[config.mk]
export PLATFORM = sky130hd
export DESIGN_NAME = mig_command
export DESIGN_NICKNAME = d
export VERILOG_FILES = /design/src/inc/mig_pkg.sv /design/src/mig_command.sv
export SDC_FILE = /design/constraint.sdc
export NUM_CORES = 1
export LEC_CHECK = 0
export BUFFER_PORTS_ARGS = -buffer_cell sky130_fd_sc_hd__buf_2
export CAP_MARGIN = 10
export CORE_MARGIN = 3
export CORE_UTILIZATION = 46
export CTS_BUF_LIST = sky130_fd_sc_hd__clkbuf_2
export DETAILED_ROUTE_END_ITERATION = 8
export GPL_TIMING_DRIVEN = 0
export PLACE_DENSITY = 0.76
export SLEW_MARGIN = 20
export SYNTH_ARGS = -nofsm -noshare
export SYNTH_HDL_FRONTEND = slang
export SYNTH_SLANG_ARGS = --single-unit
[constraint.sdc]
create_clock -name core_clk -period 4.5 [get_ports core_clk]
set_input_delay 0.225 -clock core_clk [delete_from_list [all_inputs] [get_ports core_clk]]
set_output_delay 0.225 -clock core_clk [all_outputs]
set_load 0.01 [all_outputs]
[src/inc/mig_pkg.sv]
// Constants and carrier types of the motion index and gear command interpreter.
// Assumes one drive clock, an active-low asynchronous reset and plain status ports.
// Summary of operation
// RL1: Accepted flag set on request rise, held
// RL2: Done flag set when transaction completes
// RL3: Error flag on failure, cause code reported
// RL4: In-progress after run issued, until target reached
// RL5: Complete when in-progress, issued and reached
// RL6: Index selects one of 99 stored programs
// RL7: Out-of-range index rejected with code 115
// RL8: Executing program index always output
// RL9: Codes 100 not ready, 101 fault, 105 disabled
// RL10: Codes 103/107 stopping, 108 other source
// RL11: Code 127 previous busy, 129 no motor
// RL12: Gear follow scales master pulses by ratio
// RL13: Controller sets numerator to feedback resolution
// RL14: Denominator pulses give one motor revolution
// RL15: Fixed policy default keeps existing ratio
// RL16: Variable policy loads new ratio from counts
// RL17: Controller should home after variable gearing
// RL18: Four selectable ratios; network command ignores them
// RL19: Program configured before cyclic connection
// RL20: Gear in-progress held while gearing active
// RL21: Error code held until next request rise
package mig_pkg;

  localparam int unsigned IDX_W = 7;
  localparam int unsigned ERR_W = 8;
  localparam int unsigned CNT_W = 32;
  localparam logic [IDX_W-1:0] IDX_MIN = 7'h01;
  localparam logic [IDX_W-1:0] IDX_MAX = 7'h63;
  localparam logic [IDX_W-1:0] IDX_NONE = 7'h00;
  localparam logic [ERR_W-1:0] ERR_NONE = 8'h00;
  localparam logic [ERR_W-1:0] ERR_NOT_READY = 8'h64;
  localparam logic [ERR_W-1:0] ERR_FAULTED = 8'h65;
  localparam logic [ERR_W-1:0] ERR_SERVO_OFF = 8'h67;
  localparam logic [ERR_W-1:0] ERR_DISABLED = 8'h69;
  localparam logic [ERR_W-1:0] ERR_AXIS_STOP = 8'h6B;
  localparam logic [ERR_W-1:0] ERR_OTHER_SRC = 8'h6C;
  localparam logic [ERR_W-1:0] ERR_BAD_INDEX = 8'h73;
  localparam logic [ERR_W-1:0] ERR_PREV_BUSY = 8'h7F;
  localparam logic [ERR_W-1:0] ERR_NO_MOTOR = 8'h81;
  localparam logic [CNT_W-1:0] DEF_NUM = 32'h0000_0001;
  localparam logic [CNT_W-1:0] DEF_DEN = 32'h0000_0001;
  localparam logic POLICY_FIXED = 1'b0;

  // Drive condition inputs that gate command acceptance.
  typedef struct packed {
    logic ready;
    logic faulted;
    logic enabled;
    logic servo_off_busy;
    logic axis_stop_busy;
    logic other_src_busy;
    logic motor_present;
  } mig_drive_t;

  // Handshake status flags reported to the controller.
  typedef struct packed {
    logic accepted;
    logic done;
    logic error;
    logic in_progress;
    logic complete;
  } mig_status_t;

  typedef enum logic [1:0] {
    ST_IDLE,
    ST_RUN,
    ST_GEAR,
    ST_HOLD
  } mig_state_t;

endpackage : mig_pkg

[src/mig_command.sv]
// Command interpreter: program-run by index and gear follow through an electronic gear ratio.
// Assumes request and drive condition inputs come from outside and are synchronised here;
// master pulses arrive as a level on a pin and are synchronised and edge-detected.
`timescale 1ns/1ns
module mig_command (
  input wire logic core_clk,
  input wire logic rstn,
  input wire logic run_request,
  input wire logic gear_request,
  input wire logic [mig_pkg::IDX_W-1:0] program_index_request,
  input wire mig_pkg::mig_drive_t drive_cond,
  input wire logic target_reached_flag,
  input wire logic master_pulse,
  input wire logic gear_ratio_policy,
  input wire logic [mig_pkg::CNT_W-1:0] gear_numerator_counts,
  input wire logic [mig_pkg::CNT_W-1:0] gear_denominator_counts,
  input wire logic [1:0] gear_select_inputs,
  output logic command_accepted_flag,
  output logic transfer_done_flag,
  output logic command_error_flag,
  output logic motion_in_progress_flag,
  output logic motion_complete_flag,
  output logic [mig_pkg::ERR_W-1:0] error_cause_code,
  output logic [mig_pkg::IDX_W-1:0] executing_program_index,
  output logic program_run_command,
  output logic [mig_pkg::IDX_W-1:0] stored_motion_program,
  output logic pulse_follow_mode,
  output logic motor_step_pulse,
  output logic [mig_pkg::CNT_W-1:0] active_gear_numerator,
  output logic [mig_pkg::CNT_W-1:0] active_gear_denominator
);

  typedef struct packed {
    logic [1:0] run_s;
    logic [1:0] gear_s;
    logic [1:0] tr_s;
    logic [1:0] pul_s;
    logic [13:0] cond_s;
    logic run_q;
    logic gear_q;
    logic pul_q;
    mig_pkg::mig_state_t st;
    mig_pkg::mig_status_t sts;
    logic [mig_pkg::ERR_W-1:0] err;
    logic [mig_pkg::IDX_W-1:0] exec_idx;
    logic issue;
    logic [mig_pkg::IDX_W-1:0] prog;
    logic [mig_pkg::CNT_W-1:0] num;
    logic [mig_pkg::CNT_W-1:0] den;
    logic [mig_pkg::CNT_W-1:0] acc;
    logic step;
    logic follow;
  } mig_core_t;

  mig_core_t cur_ff;
  mig_core_t nxt_cur;

  ////////////////////////////////////////////////////////////////////////////////
  // Pick the first rejection cause in priority order; none means accepted.
  function automatic logic [mig_pkg::ERR_W-1:0] reject_code(
    input mig_pkg::mig_drive_t d,
    input logic busy,
    input logic check_idx,
    input logic [mig_pkg::IDX_W-1:0] idx
  );
    logic [mig_pkg::ERR_W-1:0] code;
    code = mig_pkg::ERR_NONE;
    if (!d.motor_present) code = mig_pkg::ERR_NO_MOTOR; // RL11
    else if (d.faulted) code = mig_pkg::ERR_FAULTED; // RL9
    else if (!d.ready) code = mig_pkg::ERR_NOT_READY; // RL9
    else if (!d.enabled) code = mig_pkg::ERR_DISABLED; // RL9
    else if (d.servo_off_busy) code = mig_pkg::ERR_SERVO_OFF; // RL10
    else if (d.axis_stop_busy) code = mig_pkg::ERR_AXIS_STOP; // RL10
    else if (d.other_src_busy) code = mig_pkg::ERR_OTHER_SRC; // RL10
    else if (busy) code = mig_pkg::ERR_PREV_BUSY; // RL11
    else if (check_idx && (idx < mig_pkg::IDX_MIN || idx > mig_pkg::IDX_MAX)) begin
      code = mig_pkg::ERR_BAD_INDEX; // RL7
    end
    return code;
  endfunction : reject_code

  ////////////////////////////////////////////////////////////////////////////////
  // Next-state logic for the whole interpreter.
  always_comb begin
    logic run_rise;
    logic gear_rise;
    logic pul_rise;
    logic busy;
    logic [mig_pkg::ERR_W-1:0] code;
    logic [mig_pkg::CNT_W:0] sum;
    mig_pkg::mig_drive_t dc;
    nxt_cur = cur_ff;
    nxt_cur.run_s = {cur_ff.run_s[0], run_request};
    nxt_cur.gear_s = {cur_ff.gear_s[0], gear_request};
    nxt_cur.tr_s = {cur_ff.tr_s[0], target_reached_flag};
    nxt_cur.pul_s = {cur_ff.pul_s[0], master_pulse};
    nxt_cur.cond_s = {cur_ff.cond_s[6:0], drive_cond};
    nxt_cur.run_q = cur_ff.run_s[1];
    nxt_cur.gear_q = cur_ff.gear_s[1];
    nxt_cur.pul_q = cur_ff.pul_s[1];
    dc = mig_pkg::mig_drive_t'(cur_ff.cond_s[13:7]);
    run_rise = cur_ff.run_s[1] && !cur_ff.run_q;
    gear_rise = cur_ff.gear_s[1] && !cur_ff.gear_q;
    pul_rise = cur_ff.pul_s[1] && !cur_ff.pul_q;
    busy = (cur_ff.st != mig_pkg::ST_IDLE);
    code = mig_pkg::ERR_NONE;
    sum = '0;
    nxt_cur.issue = 1'b0;
    nxt_cur.step = 1'b0;
    // A new request rise clears the previous result; the held code lives until then.
    if (run_rise || gear_rise) begin
      nxt_cur.sts.done = 1'b0; // RL21
      nxt_cur.sts.error = 1'b0; // RL21
      nxt_cur.sts.complete = 1'b0;
      nxt_cur.err = mig_pkg::ERR_NONE; // RL21
      code = reject_code(dc, busy, run_rise, program_index_request);
      nxt_cur.sts.accepted = 1'b1; // RL1
      if (code != mig_pkg::ERR_NONE) begin
        nxt_cur.sts.error = 1'b1; // RL3
        nxt_cur.err = code; // RL3
      end else if (run_rise) begin
        nxt_cur.prog = program_index_request; // RL6
        nxt_cur.issue = 1'b1;
        nxt_cur.exec_idx = program_index_request; // RL8
        nxt_cur.sts.done = 1'b1; // RL2
        nxt_cur.sts.in_progress = 1'b1; // RL4
        nxt_cur.st = mig_pkg::ST_RUN;
      end else begin
        // Gear-select inputs are deliberately ignored by the network command.
        if (gear_ratio_policy != mig_pkg::POLICY_FIXED) begin // RL18
          nxt_cur.num = gear_numerator_counts; // RL16
          nxt_cur.den = gear_denominator_counts; // RL16
        end
        nxt_cur.acc = '0;
        nxt_cur.sts.done = 1'b1; // RL2
        nxt_cur.sts.in_progress = 1'b1; // RL20
        nxt_cur.st = mig_pkg::ST_GEAR;
      end
    end else begin
      // Accepted drops only once the request is gone and no fault is active.
      if (!cur_ff.run_s[1] && !cur_ff.gear_s[1] && !dc.faulted) begin
        nxt_cur.sts.accepted = 1'b0; // RL1
      end
      // A drive fault during an operation aborts it as an error.
      if (busy && dc.faulted) begin
        nxt_cur.sts.error = 1'b1; // RL3
        nxt_cur.err = mig_pkg::ERR_FAULTED; // RL3
        nxt_cur.sts.done = 1'b0;
        nxt_cur.sts.in_progress = 1'b0;
        nxt_cur.st = mig_pkg::ST_IDLE;
      end else begin
        unique case (cur_ff.st)
          mig_pkg::ST_IDLE: begin
          end
          mig_pkg::ST_RUN: begin
            if (cur_ff.tr_s[1]) begin
              nxt_cur.sts.in_progress = 1'b0; // RL4
              nxt_cur.sts.complete = cur_ff.sts.in_progress; // RL5
              nxt_cur.exec_idx = mig_pkg::IDX_NONE;
              nxt_cur.st = mig_pkg::ST_IDLE;
            end
          end
          mig_pkg::ST_GEAR: begin
            // Gearing stays active regardless of the request level.
            if (pul_rise && cur_ff.den != '0) begin
              sum = {1'b0, cur_ff.acc} + {1'b0, cur_ff.num}; // RL12
              if (sum >= {1'b0, cur_ff.den}) begin
                sum = sum - {1'b0, cur_ff.den}; // RL14
                nxt_cur.step = 1'b1; // RL12
              end
              nxt_cur.acc = sum[mig_pkg::CNT_W-1:0];
            end
            if (dc.axis_stop_busy || dc.servo_off_busy) begin
              nxt_cur.sts.in_progress = 1'b0; // RL20
              nxt_cur.st = mig_pkg::ST_HOLD;
            end
          end
          mig_pkg::ST_HOLD: begin
            // Fixed policy leaves the ratio untouched, preserving position scaling.
            nxt_cur.st = mig_pkg::ST_IDLE; // RL15
          end
        endcase
      end
    end
    // Follow mode is registered with the state so the output comes from a flip-flop.
    nxt_cur.follow = (nxt_cur.st == mig_pkg::ST_GEAR);
  end

  ////////////////////////////////////////////////////////////////////////////////
  // State register; the ratio resets to the existing fixed defaults.
  always_ff @(posedge core_clk or negedge rstn) begin
    if (!rstn) begin
      cur_ff <= '0;
      cur_ff.st <= mig_pkg::ST_IDLE;
      cur_ff.num <= mig_pkg::DEF_NUM; // RL15
      cur_ff.den <= mig_pkg::DEF_DEN; // RL15
    end else begin
      cur_ff <= nxt_cur;
    end
  end

  ////////////////////////////////////////////////////////////////////////////////
  // Outputs straight from the state register.
  assign command_accepted_flag = cur_ff.sts.accepted;
  assign transfer_done_flag = cur_ff.sts.done;
  assign command_error_flag = cur_ff.sts.error;
  assign motion_in_progress_flag = cur_ff.sts.in_progress;
  assign motion_complete_flag = cur_ff.sts.complete;
  assign error_cause_code = cur_ff.err;
  assign executing_program_index = cur_ff.exec_idx; // RL8
  assign program_run_command = cur_ff.issue;
  assign stored_motion_program = cur_ff.prog;
  assign pulse_follow_mode = cur_ff.follow;
  assign motor_step_pulse = cur_ff.step;
  assign active_gear_numerator = cur_ff.num;
  assign active_gear_denominator = cur_ff.den;

endmodule : mig_command

==> run_results.csv, run 1 <==
group,metric,value,unit
worst_setup_path,worstReg2RegStart,"active_gear_numerator[0]",
timing,period_needed,5.263,ns
worst_setup_path,timing.rr.end,"cur_ff[27]",
logic_synthesis,yosys.cell_count.top_type,"dfrtp_1",
route,finalWirelength,28340,um
placement,placed_cell_area,11350,um2
placement,io_buffers,178,
route,vias,8757,
worst_setup_path,required,5.20,ns
logic_synthesis,synthTopCellsByCount,"dfrtp_1, buf_4, nand2_1",
timing,worst_pin_slew,0.7904,ns
timing,clock_skew,0.07799,ns
timing,setup_viol,33,
cells_and_area,multi_input_area,5416,um2
timing,finalMaxSlewViolations,0,
floorplanning,die_area,23590,um2
cells_and_area,fin_area,13090,um2
timing,holdWs,0.09322,ns
logic_synthesis,synthesis.nets,1174,
cells_and_area,finalCoreUtilization,61.68,%
timing,grt_setup_unrepaired,"yes",
global_route,grt_pass1_wl,45420,um
logic_synthesis,ys_async_sr_fraction,100.0,%
logic_synthesis,muxShareOfSynthArea,10.00,%
worst_setup_path,rrSetupSlack,-0.76,ns
logic_synthesis,syn_inst,1017,
timing,finalWorstSetupSlack,-0.7630,ns
global_route,grt_pass1_vias,8848,
logic_synthesis,yosysTopAreaCellShare,37.46,%
status,status,"complete, but fails checks",
worst_setup_path,critPathKind,"flip-flop to flip-flop",
logic_synthesis,avgSynthCellArea,9.853,um2
logic_synthesis,synthTopCellsByArea,"dfrtp_1, ha_1, mux2_2",
floorplanning,die_w,153.6,um
floorplanning,start_util,47.22,%
clocking,htreeDepth,4,
logic_synthesis,synth_xor_area_share,4.982,%
route,wl_per_cell,17.38,um
worst_setup_path,path_max_fanout,10,
timing,finalHoldViolCount,0,
power_and_ir_drop,leakage,6.692,nW
cells_and_area,seq_area,3806,um2
logic_synthesis,synth_top_family_by_area,"compound AO/OA/AOI/OAI gates",
floorplanning,core-area,21220,um2
cells_and_area,drive_gt1_share,34.46,%
cells_and_area,area_growth_syn_to_layout,30.62,%
status,failed_checks,"negative setup slack",
clocking,cts_buffer_depth,2,
floorplanning,io_pins,181,
clocking,root_buffer,"clkbuf_2",
placement,dp_hpwl,20380,um
worst_setup_path,crit_end,"cur_ff[27]",
timing,relSlewSlack,47.31,%
worst_setup_path,endpoint_kind,"flip-flop",
logic_synthesis,netlist_area,10020,um2
worst_setup_path,crit_path_start,"active_gear_numerator[0]",
route,drt_first_pass_iters,5,
logic_synthesis,netlist-cell-type-count,74,
power_and_ir_drop,total_power,0.002975,W
floorplanning,num_rows,53,
logic_synthesis,synth_ff_type,"dfrtp_1",
route,drcViolationCount,0,
logic_synthesis,synth_edf_count,0,
cells_and_area,fill_cells,1780,
floorplanning,die_h,153.6,um
clocking,clk_pin_slew,0.34,ns
clocking,cts_tree,"built",
logic_synthesis,yosysTopAreaCell,"dfrtp_1",
logic_synthesis,yosysWarnings,0,
timing,max_freq,0.1900,GHz
clocking,clk_latency,0.81,ns
worst_setup_path,reg2reg_depth,21,
route,ant_nets,0,
clocking,clock-sinks,152,
min_path,min_path_type,"input port to flip-flop",
logic_synthesis,synth_compound_area_share,16.72,%
timing,setup_tns,-23.26,ns
cells_and_area,final_nets,1499,
placement,globalplace.congestion,0.9246,
global_route,grt_max_degree,96,
route,vias_per_cell,5.369,
worst_setup_path,cp.arrival,5.97,ns
global_route,antenna_found_initial,1,
global_route,track_usage,23.84,%
route,drtIter0Drc,472,
power_and_ir_drop,ir_drop,156.7,uV
logic_synthesis,synth_fa_ha_area_share,8.890,%
logic_synthesis,ys_seq_area_share,37.98,%
logic_synthesis,synth-seq-cells,152,
logic_synthesis,synth_simple_gate_area_share,11.37,%
timing,min_period_over_period,117.0,%
global_route,grt.overflow.total,0,
worst_setup_path,cp-start-kind,"flip-flop",
power_and_ir_drop,powerDensity,227.3,nW/um2
flow_run,cap_violations,0,
clocking,cts_inserted_buffers,17,
==> sequential cells by signal, summed over array words and instances, names as in the netlist, 7 cells and up <==
signal / flops
stored_motion_program: 7
cur_ff: 59
executing_program_index: 7
active_gear_denominator: 32
active_gear_numerator: 32
error_cause_code: 7
==> placed cells by master, fill, tap and decap left out, drive strengths merged, types with 3 or more instances in the layout <==
cell type | synthesis | final
a211o | 4 | 4
a211oi | 13 | 13
a21o | 23 | 23
a21oi | 76 | 76
a22o | 10 | 10
a31o | 3 | 3
a31oi | 8 | 8
a32o | 5 | 5
and2 | 4 | 4
and3 | 6 | 6
buf | 99 | 306
clkbuf | 9 | 26
clkinv | 0 | 11
dfrtp | 150 | 150
dlygate4sd3 | 0 | 99
ha | 68 | 68
inv | 58 | 62
mux2 | 73 | 73
mux2i | 18 | 18
nand2 | 80 | 80
nand2b | 13 | 13
nand3 | 20 | 20
nand4 | 14 | 14
nor2 | 44 | 44
nor2b | 8 | 8
nor3 | 15 | 15
nor4 | 11 | 11
o211ai | 6 | 6
o21a | 7 | 7
o21ai | 62 | 62
o21bai | 6 | 6
o22ai | 3 | 3
o31ai | 4 | 4
or3 | 6 | 6
xnor2 | 38 | 38
xor2 | 19 | 19
==> worst min-delay path by stage <==
stage / from / slack, ns / cells after the start / endpoint
detailed placement: rstn / 0.19 / 1 / active_gear_numerator[1]
global route: gear_ratio_policy / 0.06 / 4 / active_gear_numerator[0]
finish: gear_ratio_policy / 0.09 / 4 / active_gear_numerator[5]
floorplan: rstn / -0.07 / 0 / active_gear_denominator[10]
global placement: cur_ff[134] / 0.33 / 0 / cur_ff[141]
CTS: gear_ratio_policy / 0.06 / 4 / active_gear_numerator[5]
==> where the power goes <==
group / leakage (nW) / internal [W] / total [W] / switching, W
clock network: 0.167 / 0.000213 / 0.000878 / 0.000666
logic: 4.62 / 0.000309 / 0.000657 / 0.000348
registers: 1.90 / 0.00141 / 0.00144 / 0.0000275
total: 6.69 / 0.00193 / 0.00298 / 0.00104
==> area by class of cell <==
cell class,count,area share [%]
multi-input cells,699,41.38
flip-flops and latches,152,29.08
repair buffers,306,16.64
plain buffers,108,6.242
well taps,275,2.629
clock inverters,15,1.692
inverters,58,1.663
clock buffers,17,0.6500
diodes,1,0.01912
==> logic make-up (layout without fill, tap and decap cells) <==
group | after synthesis | in the layout
compound gates | 251 | 251
simple gates | 230 | 230
buf+inv | 166 | 504
flops | 152 | 152
mux | 91 | 91
fa+ha+maj | 70 | 70
xor+xnor | 57 | 57
other cells | 0 | 1
==> metrics by stage <==
stage | instances | worst slack (ns)
finish | 1631 | -0.7630
global route | 1631 | -0.8987
CTS | 1620 | -0.6767
detailed placement | 1471 | -0.9982
global placement | 1470 | -0.9067
floorplan | 1017 | -0.1125
==> repair_timing <==
action / CTS / global route
pin swaps: 12 / 24
gates cloned: 1 / 0
setup endpoints to repair: 33 / 33
endpoints found under the hold margin: 239 / 0
buffers inserted: 16 / 11
gates resized for setup: 28 / 21
hold buffers: 100 / 0
==> routing by layer <==
| layer | GRT usage, % | share of wire (%) |
|---|---|---|
| met1 | 31.01 | 42 |
| met2 | 40.19 | 49 |
| met3 | 4.700 | 6.3 |
| met4 | 7.611 | 2.6 |
| met5 | 0 | 0 |
==> worst max-delay path, stage by stage (launching register included) <==
cell	delay [ns]
dfstp_2	0.63
ha_4	0.17
inv_2	0.04
fa_2	0.36
nor2b_2	0.16
o31a_1	0.29
o21ai_2	0.13
a21o_1	0.20
a21o_1	0.18
a311oi_2	0.33
xor2_1	0.26
ha_1	0.29
and3_4	0.19
nand4_1	0.15
nor3_4	0.08
a2111oi_4	0.24
or4b_4	0.52
o21ai_4	0.27
nand2_4	0.15
buf_8	0.20
mux2i_4	0.19
o21ai_1	0.13
Power figures use the tool's default switching activity.
==> run 2, diff against run 1 <==
- BUFFER_PORTS_ARGS: -buffer_cell sky130_fd_sc_hd__buf_2 -> unset
- DONT_BUFFER_PORTS: unset -> 1
- GPL_TIMING_DRIVEN: 0 -> unset
- PLACE_DENSITY: 0.76 -> 0.69
==> run_results.csv, run 2 (synthesized netlist as in run 1, its figures left out) <==
group,metric,value,unit
status,status,"complete, but fails checks",
status,failed_checks,"negative setup slack",
worst_setup_path,cp.buffers_inverters,3,
timing,worst_pin_slew,0.7985,ns
placement,globalplace.congestion,0.9562,
clocking,clk_latency,0.79,ns
worst_setup_path,required,5.19,ns
global_route,grt_max_degree,153,
route,ant_nets,0,
clocking,clk_pin_slew,0.30,ns
floorplanning,die_w,153.6,um
timing,setup_viol,33,
global_route,track_usage,22.06,%
power_and_ir_drop,p_comb_share,20.8,%
cells_and_area,area_growth_syn_to_layout,20.49,%
power_and_ir_drop,leakage,5.807,nW
cells_and_area,finalCoreUtilization,56.90,%
power_and_ir_drop,power_frac_clock,29.3,%
route,vias,8093,
timing,finalMaxSlewViolations,0,
worst_setup_path,cpLargestDelayFamily,"compound AO/OA/AOI/OAI gates",
route,drt_first_pass_iters,5,
clocking,cts_tree,"built",
cells_and_area,final_nets,1315,
worst_setup_path,cp.arrival,5.63,ns
cells_and_area,top_register,"cur_ff",
worst_setup_path,path_max_fanout,5,
worst_setup_path,crit_path_frequent_cell,"buf_4",
power_and_ir_drop,seqPwrFrac,49.9,%
worst_setup_path,cp-start-kind,"flip-flop",
timing,max_freq,0.2024,GHz
worst_setup_path,cp_cell_sequence,"ha_4 > buf_4 > a211oi_2 > o211ai_1 > a21oi_2 > o22ai_1 > or2_2 > a21oi_1 > xnor2_1 > ha_1 > and3_4 > nand4_1 > nor3_4 > a2111oi_4 > or4b_4 > o21ai_4 > nand2_4 > buf_4 > buf_6 > mux2i_1 > o21ai_1",
floorplanning,num_rows,53,
cells_and_area,final-instance-count-excl-fill,1448,
placement,io_buffers,0,
timing,clock_skew,0.05438,ns
worst_setup_path,slowest_delay,0.52,ns
timing,finalWorstSetupSlack,-0.4408,ns
global_route,grt.overflow.total,0,
worst_setup_path,cp_slowest_cell,"or4b_4",
worst_setup_path,reg2reg_depth,21,
floorplanning,die_area,23590,um2
min_path,hold_depth,2,
route,finalWirelength,26590,um
worst_setup_path,critPathKind,"flip-flop to flip-flop",
route,wl_per_cell,18.36,um
clocking,cts_inserted_buffers,17,
min_path,min_from,"gear_ratio_policy",
timing,min_period_over_period,109.8,%
worst_setup_path,worstReg2RegStart,"cur_ff[2]",
floorplanning,io_pins,181,
timing,relSlewSlack,46.71,%
route,drcViolationCount,0,
placement,dp_hpwl,19680,um
worst_setup_path,rrSetupSlack,-0.44,ns
global_route,grt_pass1_wl,41750,um
timing,setup_tns,-12.15,ns
floorplanning,start_util,47.22,%
floorplanning,die_h,153.6,um
power_and_ir_drop,total_power,0.002912,W
cells_and_area,largest_reg_flops,59,
clocking,htreeDepth,4,
power_and_ir_drop,powerDensity,241.2,nW/um2
power_and_ir_drop,p_sw,0.001012,W
min_path,min_to,"active_gear_denominator[12]",
min_path,min_path_type,"input port to flip-flop",
worst_setup_path,cp.depth,21,
clocking,root_buffer,"clkbuf_2",
route,drtIter0Drc,610,
power_and_ir_drop,p_sw_share,34.74,%
timing,holdWs,0.04210,ns
power_and_ir_drop,p_int,0.001900,W
timing,grt_setup_unrepaired,"yes",
worst_setup_path,timing.rr.end,"cur_ff[24]",
cells_and_area,drive_gt1_share,25.19,%
placement,placedCellCount,1305,
power_and_ir_drop,ir_drop,157.5,uV
cells_and_area,final_cell_mix,"dfrtp_1, buf_4, dlygate4sd3_1",
global_route,antenna_found_initial,2,
clocking,clock-sinks,152,
timing,period_needed,4.941,ns
global_route,grt_pass1_vias,7911,
flow_run,cap_violations,0,
route,vias_per_cell,5.589,
timing,finalHoldViolCount,0,
worst_setup_path,endpoint_kind,"flip-flop",
floorplanning,core-area,21220,um2
cells_and_area,final_common_cell,"dfrtp_1",
clocking,cts_buffer_depth,2,
-- run 2: area by class of cell --
type / count / area (um2)
well taps: 275 / 344.1
diodes: 2 / 5.005
multi-input cells: 700 / 5396
flip-flops and latches: 152 / 3806
fillers: 1798 / 9146
repair buffers: 229 / 2023
inverters: 58 / 217.7
clock buffers: 17 / 85.08
clock inverters: 15 / 196.4
-- run 2: stage by stage --
stage | area, um2 | setup WS, ns
6_report | 12070 | -0.4408
5_1_grt | 12070 | -0.6295
4_1_cts | 11870 | -0.3430
3_5_place_dp | 10540 | -0.4719
3_3_place_gp | 10540 | -0.3500
2_1_floorplan | 10080 | -0.1125
-- run 2: what timing repair did --
action                                  CTS  global route
endpoints found under the hold margin   241             0
hold buffers                             95             0
buffers inserted                          6             7
endpoints found under the setup margin   33            33
gates resized for setup                   9            36
gates cloned                              0             2
pin swaps                                 6            11
-- run 2: power by group through the flow --
stage               Sequential [W]  Combinational, W  Clock, W
floorplan                  0.00146          0.000366         0
global placement           0.00148          0.000465         0
detailed placement         0.00148          0.000474         0
CTS                        0.00145          0.000581  0.000881
global route               0.00146          0.000666  0.000931
finish                     0.00145          0.000605  0.000853
-- run 2: metal layers --
metal | share of wire [%] | GRT usage [%] | up-vias | routed length, um
met3 | 6.4 | 5.348 | 47 | 1691
met4 | 2.5 | 7.275 | 0 | 672
met2 | 48 | 36.01 | 276 | 12660
met5 | 0 | 0 | - | 0
li1 | - | - | 3855 | -
met1 | 43 | 28.97 | 3915 | 11560
-- run 2: worst max path at each step --
| stage | start | end | slack (ns) |
|---|---|---|---|
| floorplan | active_gear_numerator[0] | cur_ff[3] | -0.11 |
| global placement | active_gear_numerator[1] | cur_ff[32] | -0.35 |
| detailed placement | active_gear_numerator[1] | cur_ff[32] | -0.47 |
| CTS | active_gear_numerator[0] | cur_ff[32] | -0.34 |
| global route | active_gear_numerator[0] | cur_ff[32] | -0.63 |
| finish | cur_ff[2] | cur_ff[24] | -0.44 |
